$ cat config.mk
export PLATFORM = sky130hd
export DESIGN_NAME = cs_supervisor
export DESIGN_NICKNAME = d
export VERILOG_FILES = /design/src/cs_tick_gen.sv /design/src/cs_supervisor.sv
export SDC_FILE = /design/constraint.sdc
export NUM_CORES = 1
export LEC_CHECK = 0
export BUFFER_PORTS_ARGS = -buffer_cell sky130_fd_sc_hd__buf_2
export CAP_MARGIN = 20
export CORE_UTILIZATION = 50
export CTS_CLUSTER_DIAMETER = 150
export DETAILED_ROUTE_END_ITERATION = 6
export MAX_ROUTING_LAYER = met4
export PLACE_DENSITY = 0.66
export SETUP_SLACK_MARGIN = 0.05
export SLEW_MARGIN = 0
export SYNTH_ARGS = -nofsm -noshare
export SYNTH_HDL_FRONTEND = slang
export SYNTH_HIERARCHICAL = 1
export SYNTH_SLANG_ARGS = --single-unit
$ cat constraint.sdc
create_clock -name sys_clk -period 3.6 [get_ports sys_clk]
set_input_delay 0.54 -clock sys_clk [delete_from_list [all_inputs] [get_ports sys_clk]]
set_output_delay 0.54 -clock sys_clk [all_outputs]
set_load 0.01 [all_outputs]
$ cat src/cs_tick_gen.sv
// holds the shared constant package and the crystal tick generator
// assumes one 200 MHz system clock and a synchronous active-high reset
`timescale 1ns/1ps
`default_nettype none

package cs_pkg;
   // clock rates
   localparam int SYS_HZ        = 200_000_000;
   localparam int XTAL_HZ       = 32_768;
   localparam int MS_PER_S      = 1000;
   // times in ms as printed
   localparam int WDOG_LONG_MS  = 1750;
   localparam int WDOG_MID_MS   = 750;
   localparam int WDOG_SHORT_MS = 250;
   localparam int WDOG_RST_MS   = 250;
   localparam int POR_MS        = 250;
   localparam int NVWC_TYP_MS   = 5;
   localparam int NVWC_MAX_MS   = 10;
   // counts in crystal ticks and system cycles
   localparam int WDOG_LONG_TK  = WDOG_LONG_MS * XTAL_HZ / MS_PER_S;
   localparam int WDOG_MID_TK   = WDOG_MID_MS * XTAL_HZ / MS_PER_S;
   localparam int WDOG_SHORT_TK = WDOG_SHORT_MS * XTAL_HZ / MS_PER_S;
   localparam int WDOG_RST_TK   = WDOG_RST_MS * XTAL_HZ / MS_PER_S;
   localparam int POR_TK        = POR_MS * XTAL_HZ / MS_PER_S;
   localparam int NVWC_CYC      = NVWC_TYP_MS * (SYS_HZ / MS_PER_S);
   // widths
   localparam int TK_W          = 17;
   localparam int NV_W          = 21;
   localparam int ACC_W         = 28;
   // period select encodings {hi, lo}
   localparam logic [1:0] SEL_LONG  = 2'h0;
   localparam logic [1:0] SEL_MID   = 2'h1;
   localparam logic [1:0] SEL_SHORT = 2'h2;
   localparam logic [1:0] SEL_OFF   = 2'h3;
   typedef enum logic [1:0] {ST_POR, ST_RUN, ST_WDRST} cs_state_t;
endpackage

module cs_tick_gen
   import cs_pkg::*;
(
   // clock and reset
   input  wire logic sys_clk,
   input  wire logic sys_rst,
   // one-cycle strobe at the crystal rate
   output var  logic tick_o
);
   logic [ACC_W-1:0] acc_r;
   logic [ACC_W-1:0] acc_nxt;
   logic             tick_nxt;

   // fractional divider: no drift, jitter of one system cycle is harmless here
   always_comb begin
      acc_nxt  = acc_r + ACC_W'(XTAL_HZ);
      tick_nxt = 1'b0;
      if (acc_nxt >= ACC_W'(SYS_HZ)) begin
         acc_nxt  = acc_nxt - ACC_W'(SYS_HZ);
         tick_nxt = 1'b1;
      end
   end

   always_ff @(posedge sys_clk) begin
      if (sys_rst) begin
         acc_r  <= '0;
         tick_o <= 1'b0;
      end else begin
         acc_r  <= acc_nxt;
         tick_o <= tick_nxt;
      end
   end
endmodule // cs_tick_gen

`default_nettype wire

$ cat src/cs_supervisor.sv
// supervisor: power-on delay, low-supply reset, watchdog, nonvolatile write timer
// assumes select, service and write-stop come from logic on sys_clk;
// the low-supply comparator is asynchronous and is synchronised here
`timescale 1ns/1ps
`default_nettype none

// Functional notes
// - select 00=1.75s, 01=750ms, 10=250ms from crystal
// - three periods plus an off setting
// - unserviced period expiry asserts reset output
// - hold reset 250 ms after watchdog expiry
// - hold reset 250 ms after power-up
// - low supply forces reset output active
// - stop after write starts self-timed write cycle
// - reset output active low, open drain
module cs_supervisor
   import cs_pkg::*;
#(
   parameter int P_LONG_TK  = WDOG_LONG_TK,
   parameter int P_MID_TK   = WDOG_MID_TK,
   parameter int P_SHORT_TK = WDOG_SHORT_TK,
   parameter int P_RST_TK   = WDOG_RST_TK,
   parameter int P_POR_TK   = POR_TK,
   parameter int P_NVWC_CYC = NVWC_CYC
) (
   // clock and reset
   input  wire logic sys_clk,
   input  wire logic sys_rst,
   // watchdog control from software-owned bits
   input  wire logic wdog_period_sel_hi,
   input  wire logic wdog_period_sel_lo,
   input  wire logic wdog_service,
   // supply comparator, high when supply is under the trip level
   input  wire logic low_supply_sense,
   // valid stop ending a write sequence
   input  wire logic nv_write_stop,
   // open-drain reset pin
   output var  logic rst_pin_n_o,
   output var  logic rst_pin_oe,
   // nonvolatile write cycle in progress
   output var  logic nv_busy_o
);
   logic            tick;
   logic            lvs_meta_r;
   logic            lvs_s_r;
   logic [1:0]      sel;
   logic [1:0]      sel_prev_r;
   logic            sel_chg;
   logic [TK_W-1:0] per_lim;
   cs_state_t       st_r;
   cs_state_t       st_nxt;
   logic [TK_W-1:0] tk_r;
   logic [TK_W-1:0] tk_nxt;
   logic [TK_W-1:0] watchdog_counter;
   logic [TK_W-1:0] wd_nxt;
   logic            oe_nxt;
   logic [NV_W-1:0] nv_cnt_r;
   logic [NV_W-1:0] nv_cnt_nxt;
   logic            nv_busy_nxt;

   cs_tick_gen u_tick (
      .sys_clk (sys_clk),
      .sys_rst (sys_rst),
      .tick_o  (tick)
   );

   // comparator output is asynchronous, two flops before use
   always_ff @(posedge sys_clk) begin
      if (sys_rst) begin
         lvs_meta_r <= 1'b0;
         lvs_s_r    <= 1'b0;
         sel_prev_r <= SEL_LONG;
      end else begin
         lvs_meta_r <= low_supply_sense;
         lvs_s_r    <= lvs_meta_r;
         sel_prev_r <= sel;
      end
   end

   // period decode
   assign sel     = {wdog_period_sel_hi, wdog_period_sel_lo};
   assign sel_chg = (sel != sel_prev_r);
   always_comb begin
      case (sel)
         SEL_MID:   per_lim = TK_W'(P_MID_TK - 1);
         SEL_SHORT: per_lim = TK_W'(P_SHORT_TK - 1);
         default:   per_lim = TK_W'(P_LONG_TK - 1);
      endcase
   end

   // reset sequencer and watchdog counter
   always_comb begin
      st_nxt = st_r;
      tk_nxt = tk_r;
      wd_nxt = watchdog_counter;
      case (st_r)
         ST_POR: begin
            if (lvs_s_r) begin
               tk_nxt = '0; // delay starts again once supply is good
            end else if (tick) begin
               if (tk_r >= TK_W'(P_POR_TK - 1)) begin
                  st_nxt = ST_RUN;
                  tk_nxt = '0;
                  wd_nxt = '0;
               end else begin
                  tk_nxt = tk_r + TK_W'(1);
               end
            end
         end
         ST_RUN: begin
            if (lvs_s_r) begin
               st_nxt = ST_POR;
               tk_nxt = '0;
               wd_nxt = '0; // stale count must not survive into the next run
            end else if (sel == SEL_OFF || sel_chg || wdog_service) begin
               wd_nxt = '0;
            end else if (tick) begin
               if (watchdog_counter >= per_lim) begin
                  st_nxt = ST_WDRST;
                  tk_nxt = '0;
                  wd_nxt = '0;
               end else begin
                  wd_nxt = watchdog_counter + TK_W'(1);
               end
            end
         end
         ST_WDRST: begin
            if (lvs_s_r) begin
               st_nxt = ST_POR;
               tk_nxt = '0;
            end else if (tick) begin
               if (tk_r >= TK_W'(P_RST_TK - 1)) begin
                  st_nxt = ST_RUN;
                  tk_nxt = '0;
                  wd_nxt = '0;
               end else begin
                  tk_nxt = tk_r + TK_W'(1);
               end
            end
         end
         default: begin
            st_nxt = ST_POR;
            tk_nxt = '0;
            wd_nxt = '0;
         end
      endcase
      oe_nxt = (st_nxt != ST_RUN);
   end

   // pin level is always low; only the enable moves, so the wire is never driven high
   always_ff @(posedge sys_clk) begin
      if (sys_rst) begin
         st_r             <= ST_POR;
         tk_r             <= '0;
         watchdog_counter <= '0;
         rst_pin_n_o      <= 1'b0;
         rst_pin_oe       <= 1'b1;
      end else begin
         st_r             <= st_nxt;
         tk_r             <= tk_nxt;
         watchdog_counter <= wd_nxt;
         rst_pin_n_o      <= 1'b0;
         rst_pin_oe       <= oe_nxt;
      end
   end

   // self-timed write cycle; a stop while busy is ignored (host should poll)
   always_comb begin
      nv_busy_nxt = nv_busy_o;
      nv_cnt_nxt  = nv_cnt_r;
      if (nv_busy_o) begin
         if (nv_cnt_r >= NV_W'(P_NVWC_CYC - 1)) begin
            nv_busy_nxt = 1'b0;
            nv_cnt_nxt  = '0;
         end else begin
            nv_cnt_nxt = nv_cnt_r + NV_W'(1);
         end
      end else if (nv_write_stop) begin
         nv_busy_nxt = 1'b1;
         nv_cnt_nxt  = '0;
      end
   end

   always_ff @(posedge sys_clk) begin
      if (sys_rst) begin
         nv_busy_o <= 1'b0;
         nv_cnt_r  <= '0;
      end else begin
         nv_busy_o <= nv_busy_nxt;
         nv_cnt_r  <= nv_cnt_nxt;
      end
   end
endmodule // cs_supervisor

`default_nettype wire

---- After elaboration in Yosys (flattened, before gate mapping) ----
Cells that the tools add are included.
word-level totals
  word-level logic and storage cells ...... 76
  register bits ........................... 92
operators by class
  magnitude comparators ................... 4
  equal/unequal tests ..................... 15
  reductions and logical operators ........ 7
  mux-type cells .......................... 34
  $add $sub $neg .......................... 5
operator list
  kind                      number
  $mux W17                  14
  $pmux W17 S2              2
  $mux W21                  3
  $add A17 B1 Y17 const B   2
  $pmux W16 S2              1
  $add A28 B16 Y28 const B  1
  $ge A28 B28 Y1 const B    1
  $mux W28                  1
  $sub A28 B28 Y28 const B  1
  $add A21 B1 Y21 const B   1
  $ge A21 B20 Y1 const B    1
  $ge A17 B13 Y1 const B    1
  $ge A17 B17 Y1            1
  $mux W2                   8
  $reduce_and A4 Y1         2
  $eq A2 B2 Y1 const B      3
  $ne A2 B1 Y1 const B      3
  $ne A3 B3 Y1 const B      2
  $pmux W2 S3               1
  $eq A2 B1 Y1 const B      2
  $mux W1                   4
  $ne A4 B3 Y1 const B      1
  $ne A3 B1 Y1 const B      1
  $ne A3 B2 Y1 const B      1
  6 further kinds           7

---- Depth between registers and ports, before layout ----
Gate-level depths: netlist of run 1.
  word-level depth ........................ 9
  gate-level depth with buffers ........... 12
  mapped depth without buffers ............ 10

---- Hierarchy ----
Netlist of run 1, hierarchy kept.
by module, submodules not included
  module         area each (um^2)  times used  cells an instance
  cs_supervisor  3360.7            1           413
  cs_tick_gen    1455.1            1           172

---- Worst setup path before layout of run 1 ----
OpenSTA, ideal clock, no wires.
  path type ............................... reg-to-reg
  start point ............................. register u_tick.acc_r[15]
  end point ............................... register u_tick.acc_r[12]
  arrival time ............................ 2611 ps
  cell stages (with the launch flop) ...... 8
  path slack .............................. 866 ps
  required time ........................... 3477 ps
  cell sequence ........................... dfxtp_1 > ha_1 > nand4_1 > o32a_1 > o22a_2 > o41a_1 > or4_1 > mux2_1
between the ends
  cells in the longest elaborated chain, start to end .. 3
RTL lines
  what                    RTL line           text
  start, declared         cs_tick_gen.sv:47  logic [ACC_W-1:0] acc_r;
  start signal, assigned  cs_tick_gen.sv:66  acc_r <= acc_nxt;
  $add A28 B16 Y28        cs_tick_gen.sv:53  acc_nxt = acc_r + ACC_W'(XTAL_HZ);
  $ge A28 B28 Y1          cs_tick_gen.sv:55  if (acc_nxt >= ACC_W'(SYS_HZ)) begin
  $mux W28                cs_tick_gen.sv:55
Every way passes these cells.
A chain may end at the register's enable or synchronous reset.

---- Final worst setup path of run 1 ----
Same ends and word-level chain as after synthesis.

==> results.md, run 1 <==
* Max Clock Freq at 342 MHz
* CTS buffer count at 9
* 1st-iter DRT viols at 147
* Pre-CTS setup slack at 477 ps
* Maximum vdd drop at 0.000244 V
* Ys Warns at 6
* Met3 usage at 5.01%
* Post-DP HPWL at 6.86 mm
* Most used DFF post-synth: dfxtp_1
* Routed WL per cell at 13.9 µm
* Crit path time final at 2920 ps
* Slew Viols, Final at 0
* Vias in the first global route at 3805
* Worst clock skew at 8.60 ps
* Top post-synthesis cells by count: 83 x dfxtp_1, 56 x nor2_1, 50 x a21oi_1, 32 x nand2_1
* IO Count at 10
* Lkg Pwr at 1.75 nW
* Post-CTS Hold Fix Bufs at 0
* Die Ht at 100 µm
* Unrepaired setup endpoints after global routing: false
* Crit. End Element: register
* Synth unique cells at 79
* Multi-input combinational cell area at 0.00295 mm²
* Final ANT Viol Nets at 0
* Die area at 0.0100 mm²
* Core ar. at 0.00928 mm²
* H-Tree Depth at 3
* Clock root buffer: clkbuf_8
* Largest net degree at the start of global routing at 46
* Final setup fails at 0
* Synth area leaders: dfxtp_1 35%, a21oi_1 5.2%, nor2_1 4.4%
* Clk buf depth at 2
* Post-Synthesis Cells at 585
* Crit Path Max Fanout at 8
* Most numerous cell in the Yosys netlist: dfxtp_1
* Syn Nets at 603
* Synth Area per Inst at 8.23 µm²
* Asr flop ratio synth at 0%
* Post-CTS Setup Repair Bufs at 0
* Rows at 35
* Setup WS post-layout at 679 ps
* Layout overhead on the synthesized area at 8.16%
* Tot GR Track Use at 21.5%
* Worst path arrival time at 3170 ps
* MaxCap Viol Count at 0
* Setup Crit Path Kind: reg -> reg
* Status: finished, final reports clean
* Post-synth EDFFs at 0
* Initial antenna violation count at 0
* Overflow after GRT at 0
* TritonCTS clock tree: done
* Slew headroom at 48.3%
* Num Clock Sinks at 83
* Met2 usage at 33.4%
* Vias/cell at 5.94
* Reg2reg start: u_tick/acc_r[15]
* Yosys top cell area share at 34.5%
* Post-synthesis sequential area ratio at 34.5%
* Syn Std Cell Area at 0.00482 mm²
* Worst-path clk slew at 90 ps
* Worst EP required at 3850 ps
* HP Start: low_supply_sense
* GRT Max-Usage Layer: met2
* WL final at 10.0 mm
* Hold Path Class: in -> reg
* Ant diodes at 0
* Vias at 4278
* Startpoint type of the worst setup path: register
* Layout cell share with drive strength beyond 1 at 9.64%
* Filler Cell Count at 901
* First-pass GRT wire length at 17.2 mm
* Crit path max-delay family: compound AO/OA/AOI/OAI gates
* CP max stage cell: or4_1
* Die Wd at 100 µm
* Setup TNS at 0 ps
* Max incr delay on CP at 520 ps
* Critical path origin: u_tick/acc_r[15]
* # DRC at 0
* Post-Route Utilization at 56.1%
* Buf+Inv Stages, Crit Path at 0
* Initial Util at 51.9%
* FF/Latch Area at 0.00166 mm²
* GP Congestion at 0.813
* Final net count at 604
* Clock Latency Late Sink at 360 ps
* Final hold viol count at 0
* Post-synth top area cell: dfxtp_1
* IO buf count at 8
* First-pass DRT Iterations at 5
* Met1 Track Usage GR at 28.6%
* Flops & latches, synth at 83
* Final period util at 81.1%
* PD cells at 365 mW/mm²
* Worst Tran Pin Value at 776 ps
* Post-CTS sizing at 0
* Critical path cell sequence: ha_1 > nand4_1 > o32a_1 > o22a_2 > o41a_1 > or4_1 > mux2_1
==> worst paths after layout <==
check | to | slack (ps) | cells past startpoint
worst max-delay path | u_tick/acc_r[12] | 680 | 7
worst max register to register | u_tick/acc_r[12] | 680 | 7
worst min register to register | lvs_s_r | 460 | 1
worst min-delay path | lvs_meta_r | 390 | 2
==> routing by layer <==
layer,vias to the layer above,part of all wire (%)
met3,4,3.0
met2,58,46
li1,2185,-
met4,0,0.60
met1,2031,50
met5,-,0
==> power by group <==
group / switching (mW) / total, mW / internal (mW)
clock network: 0.349 / 0.850 / 0.501
registers: 0.0193 / 0.953 / 0.934
logic: 0.0621 / 0.0994 / 0.0373
total: 0.430 / 1.90 / 1.47
==> metrics by stage <==
step	total power [mW]	instance area, µm²	instances	hold WS (ps)
after floorplan	1.05	4820	585	414
after global placement	1.07	4950	703	462
after detailed placement	1.07	4950	703	456
after CTS	1.93	5200	719	379
after global routing	1.99	5210	720	395
final	1.90	5210	720	393
==> flip-flops by register name (all words and copies together), names as in the netlist <==
signal / cells
u_tick/tick_o: 1
nv_busy_o: 1
nv_cnt_r: 21
rst_pin_oe: 1
sel_prev_r: 2
tk_r: 17
watchdog_counter: 17
st_r: 2
lvs_meta_r: 1
lvs_s_r: 1
u_tick/acc_r: 19
==> cells by family (layout without fill, tap and decap cells) <==
kind of cell | after synthesis | count (layout) | share of synthesized area (%)
flops | 83 | 83 | 34.5
other cells | 1 | 1 | 0.0779
compound gates | 157 | 157 | 21.6
fa+ha+maj | 11 | 11 | 2.86
simple gates | 257 | 257 | 30.8
buf+inv | 45 | 51 | 4.29
mux | 5 | 5 | 1.12
xor+xnor | 26 | 26 | 4.73
==> area by class of cell <==
class | instances | area share [%]
repair buffers | 19 | 2.31
well taps | 129 | 3.10
clock inverters | 5 | 2.04
clock buffers | 11 | 2.91
flip-flops and latches | 83 | 31.9
multi-input cells | 457 | 56.6
inverters | 16 | 1.15
==> cells in the final DEF (no fill, tap or decap), types with 5 or more instances in the layout <==
cell,instances
or4_1,11
o21ai_0,24
dfxtp_1,83
buf_4,10
nand3_1,24
o21ai_1,5
and4_1,6
nand2_1,32
a22o_1,5
or4b_1,5
nor3_1,23
and3_1,10
nand4_1,10
nor3b_1,6
inv_1,16
xnor2_1,14
o31ai_1,6
nor2b_1,15
a31oi_1,20
a21oi_1,50
clkbuf_8,11
xor2_1,12
nand3b_1,5
a211oi_1,8
nor4_1,5
nand2b_1,6
ha_1,11
buf_2,9
or3_1,11
nor2_1,56
and2_1,6
==> worst reg2reg max path: stages, from the launching register on <==
cell and delay, ps:
dfxtp_1 470, ha_1 330, nand4_1 150, o32a_1 320, o22a_2 270, o41a_1 440, or4_1 520, mux2_1 310
No activity file was read; power rests on OpenSTA's default activity.
==> run 2, diff against run 1 <==
--- a/config.mk
+++ b/config.mk
@@ -11,7 +11,7 @@
 export CTS_CLUSTER_DIAMETER = 150
 export DETAILED_ROUTE_END_ITERATION = 6
 export MAX_ROUTING_LAYER = met4
-export PLACE_DENSITY = 0.66
+export PLACE_DENSITY = 0.68
 export SETUP_SLACK_MARGIN = 0.05
 export SLEW_MARGIN = 0
 export SYNTH_ARGS = -nofsm -noshare
==> constraint.sdc (replaced) <==
create_clock -name sys_clk -period 2.65 [get_ports sys_clk]
set_input_delay 0.3975 -clock sys_clk [delete_from_list [all_inputs] [get_ports sys_clk]]
set_output_delay 0.3975 -clock sys_clk [all_outputs]
set_load 0.01 [all_outputs]
==> results.md, run 2 (synthesis results as in run 1) <==
* Final ANT Viol Nets at 0
* 1st-iter DRT viols at 163
* Post-DP HPWL at 7.02 mm
* Die Ht at 100 µm
* Vias/cell at 5.87
* Die Wd at 100 µm
* Crit Path Max Fanout at 5
* Clock Latency Late Sink at 370 ps
* GP Congestion at 0.834
* Status: finished, final reports clean
* Largest net degree at the start of global routing at 68
* Total Power at 2.36 mW
* HP Start: low_supply_sense
* Initial Util at 51.9%
* H-Tree Depth at 3
* Clk buf depth at 2
* Max FFs per register at 21
* Final period util at 94.1%
* Filler Cell Count at 864
* First-pass GRT wire length at 17.4 mm
* Reg2reg start: u_tick/acc_r[15]
* Vias in the first global route at 3889
* Most frequent cells in the layout: 80 x dfxtp_1, 55 x nor2_1, 50 x a21oi_1
* Commonest non-fill, non-tap cell in the layout: dfxtp_1
* TritonCTS clock tree: done
* Overflow after GRT at 0
* PD cells at 437 mW/mm²
* Worst path arrival time at 2740 ps
* Maximum vdd drop at 0.000339 V
* Ant diodes at 0
* Slew headroom at 29.4%
* WL final at 10.1 mm
* Crit. End Element: register
* Worst Tran Pin Value at 1040 ps
* Setup TNS at 0 ps
* Die area at 0.0100 mm²
* Clock root buffer: clkbuf_8
* Unrepaired setup endpoints after global routing: false
* Max Clock Freq at 401 MHz
* Final setup fails at 0
* CTS buffer count at 9
* Slew Viols, Final at 0
* MaxCap Viol Count at 0
* Lkg Pwr at 1.87 nW
* Routed WL per cell at 13.7 µm
* Setup Crit Path Kind: reg -> reg
* Layout overhead on the synthesized area at 12.4%
* Hold Path Class: in -> reg
* Worst-path clk slew at 80 ps
* Startpoint type of the worst setup path: register
* Layout cell share with drive strength beyond 1 at 14.4%
* Worst clock skew at 9.88 ps
* First-pass DRT Iterations at 5
* IO buf count at 8
* Final net count at 625
* Largest regs: nv_cnt_r x21, u_tick/acc_r x19
* Rows at 35
* Num Clock Sinks at 83
* # DRC at 0
* Crit path time final at 2490 ps
* Critical path origin: u_tick/acc_r[15]
* Core ar. at 0.00928 mm²
* Worst EP required at 2900 ps
* Initial antenna violation count at 0
* Final hold viol count at 0
* Most flops, register: nv_cnt_r
* Vias at 4346
* Tot GR Track Use at 21.9%
* IO Count at 10
==> run 2: cell count changes in the layout (fill, tap and decap cells not counted), moves of 2 or more <==
cell and delta:
buf_4 +22, ha_4 +2, dfxtp_4 +2, nand3_4 +2, dfxtp_1 -3, ha_1 -2
bufinv_16 -2
==> run 2: worst paths after layout <==
path,slack (ps),endpoint,cells past startpoint
worst max-delay path,160,u_tick/acc_r[12],7
worst min-delay path,260,lvs_meta_r,2
worst max register to register,160,u_tick/acc_r[12],7
worst min register to register,450,lvs_s_r,1
==> run 2: critical path: stages, from the launching register on <==
cell	delay, ps
dfxtp_4	380
ha_4	150
nand4_1	120
o32a_1	310
o22a_2	230
o41a_1	330
or4_1	530
mux2_1	330
==> run 2: final cells by class <==
| class | instances | area [µm²] | share of cell area [%] |
|---|---|---|---|
| repair buffers | 40 | 280 | 5.18 |
| clock inverters | 4 | 51.3 | 0.948 |
| flip-flops and latches | 83 | 1670 | 30.9 |
| multi-input cells | 457 | 3050 | 56.3 |
| clock buffers | 11 | 141 | 2.61 |
| inverters | 16 | 60.1 | 1.11 |
| well taps | 129 | 161 | 2.98 |
==> run 2: metrics by stage <==
stage	instance area, µm²	hold slack [ps]	std cells	util [%]	worst slack [ps]
finish	5410	257	740	58.3	156
detailed placement	5080	429	719	54.7	-71.6
global placement	5080	420	719	54.7	-10.0
floorplan	4830	414	585	-	78.9
global route	5410	258	740	58.3	63.9
CTS	5310	256	737	57.2	54.3
==> run 2: routing by layer <==
layer	part of all wire, %	up-vias	global-route usage (%)	routed length [µm]
li1	-	2236	-	-
met5	0	-	-	0
met1	49	2037	27.7	5010
met3	2.8	14	5.29	287
met2	47	59	34.7	4720
met4	1.2	0	6.24	124
==> run 2: timing repair <==
item,CTS,global route
gates resized for setup,3,14
buffers inserted,3,2
pin swaps,1,4
endpoints found under the setup margin,1,14
gates cloned,0,0
hold buffers,0,0
==> run 2: report_power, final <==
group | leakage (nW) | internal (mW) | total (mW) | switching [mW]
logic | 1.11 | 0.0635 | 0.156 | 0.0922
clock network | 0.0954 | 0.456 | 0.913 | 0.457
registers | 0.672 | 1.27 | 1.29 | 0.0246
==> run 3, diff against run 2 <==
--- a/config.mk
+++ b/config.mk
@@ -12,7 +12,7 @@
 export DETAILED_ROUTE_END_ITERATION = 6
 export MAX_ROUTING_LAYER = met4
 export PLACE_DENSITY = 0.68
-export SETUP_SLACK_MARGIN = 0.05
+export SETUP_SLACK_MARGIN = 0.5
 export SLEW_MARGIN = 0
 export SYNTH_ARGS = -nofsm -noshare
 export SYNTH_HDL_FRONTEND = slang
==> results.md, run 3 (synthesis results as in run 1) <==
* Status: finished, final reports clean
* Cell Area, Placed at 0.00514 mm²
* Met2 wire len at 6.48 mm
* Post-CTS Hold Fix Bufs at 0
* Flop pwr share at 52.1%
* CP max stage cell: or4_4
* Commonest non-fill, non-tap cell in the layout: dfxtp_1
* CTS buffer count at 9
* Crit Path Max Fanout at 5
* Filler Cell Count at 737
* Internal at 1.81 mW
* Slew Viols, Final at 0
* Final hold viol count at 0
* Die area at 0.0100 mm²
* FF/Latch Area at 0.00169 mm²
* Max FFs per register at 21
* R2R cell count at 7
* Vias in the first global route at 4526
* Metal1 wirelength at 5.76 mm
* Worst EP required at 2910 ps
* Crit path max-delay family: compound AO/OA/AOI/OAI gates
* Lkg Pwr at 2.23 nW
* Most frequent cells in the layout: 67 x dfxtp_1, 60 x buf_4, 53 x nor2_1
* IO Count at 10
* Slew headroom at 53.8%
* H-Tree Depth at 3
* Final ANT Viol Nets at 0
* 1st-iter DRT viols at 273
* Finished Cell Area at 0.00628 mm²
* Clk buf depth at 2
* Worst Tran Pin Value at 692 ps
* Final period util at 94.4%
* Crit. End Element: register
* Core ar. at 0.00928 mm²
* Initial Util at 51.9%
* Overflow after GRT at 0
* Critical path cell sequence: ha_4 > nand4_1 > o32a_1 > o22a_2 > o41a_1 > or4_4 > mux2_4
* Total Power at 2.48 mW
* IO buf count at 8
* WL final at 13.2 mm
* Maximum vdd drop at 0.000212 V
* FF-to-FF setup slack at 150 ps
* Num Clock Sinks at 83
* Setup Crit Path Kind: reg -> reg
* Layout cell share with drive strength beyond 1 at 30.3%
* Crit path time final at 2500 ps
* Buf+Inv Stages, Crit Path at 0
* Most flops, register: nv_cnt_r
* Startpoint type of the worst setup path: register
* Final setup fails at 0
* First-pass DRT Iterations at 6
* GP Congestion at 0.844
* Metal3 WL at 607 µm
* Hold path depth at 2
* Largest regs: nv_cnt_r x21, u_tick/acc_r x19
* Clock power frac at 39.6%
* Hold Path Class: in -> reg
* Worst clock skew at 11.5 ps
* First-pass GRT wire length at 20.8 mm
* Worst-path clk slew at 100 ps
* Worst path arrival time at 2770 ps
* # DRC at 0
* Die Ht at 100 µm
* Layout overhead on the synthesized area at 30.3%
* TritonCTS clock tree: done
* Max Clock Freq at 400 MHz
* Post-DP HPWL at 7.18 mm
* Max Used Layer: met4
* Routed WL per cell at 16.9 µm
* Sw frac at 27.2%
* Unrepaired setup endpoints after global routing: true
* PD cells at 395 mW/mm²
* Sw Pwr at 674 µW
* Tot GR Track Use at 26.3%
* Final net count at 670
* Multi-input combinational cell area at 0.00344 mm²
* Die Wd at 100 µm
* Ant diodes at 0
* MaxCap Viol Count at 0
* Vias at 4802
* Largest net degree at the start of global routing at 46
* Gate power share at 8.3%
* Clock root buffer: clkbuf_8
* Max incr delay on CP at 500 ps
* Initial antenna violation count at 0
* Clock Latency Late Sink at 380 ps
* Rows at 35
* Crit path depth at 7
* Vias/cell at 6.11
[run 3: cell count changes in the layout (fill, tap and decap cells not counted), moves of 8 or more]
cell     before  now
buf_4        32   60
a21oi_2       0    8
a21oi_1      50   41
buf_6         0   13
dfxtp_1      80   67
dfxtp_2       1   11
[run 3: per-stage QoR]
stage / utilization (%) / cells / hold WS [ps] / worst slack [ps] / TNS [ps]
global route: 67.6 / 786 / 238 / 89.7 / 0
floorplan: - / 585 / 414 / 228 / 0
global placement: 55.4 / 716 / 434 / -54.5 / -125
CTS: 63.3 / 770 / 223 / 216 / 0
finish: 67.6 / 786 / 225 / 147 / 0
detailed placement: 55.4 / 716 / 448 / -161 / -834
[run 3: layer usage]
| layer | up-vias | GRT usage [%] |
|---|---|---|
| li1 | 2322 | - |
| met1 | 2298 | 32.3 |
| met2 | 145 | 43.0 |
| met3 | 37 | 4.25 |
| met4 | 0 | 10.7 |
| met5 | - | - |
[run 3: what timing repair did]
action,in CTS,in global routing
resized for setup,54,57
setup buffers,34,15
gates cloned,4,1
pin swaps,24,20
endpoints found under the setup margin,64,68
[run 3: final timing paths]
check,end,startpoint
worst max-delay path,u_tick/acc_r[12],u_tick/acc_r[15]
worst max register to register,u_tick/acc_r[12],u_tick/acc_r[15]
worst min-delay path,lvs_meta_r,low_supply_sense
worst min register to register,lvs_s_r,lvs_meta_r
[run 3: cell type report]
| cell class | count | share of cell area [%] |
|---|---|---|
| flip-flops and latches | 83 | 27.0 |
| repair buffers | 84 | 11.2 |
| well taps | 129 | 2.57 |
| inverters | 16 | 1.16 |
| multi-input cells | 458 | 54.8 |
| clock inverters | 7 | 1.30 |
| clock buffers | 9 | 1.97 |
[run 3: power by group through the flow]
stage                     registers (mW)  clock network [mW]  logic, mW
after floorplan                     1.32                   0      0.112
after global placement              1.32                   0      0.147
after detailed placement            1.32                   0      0.151
after CTS                           1.29               0.998      0.178
after global routing                1.30                1.06      0.227
final                               1.29               0.981      0.205
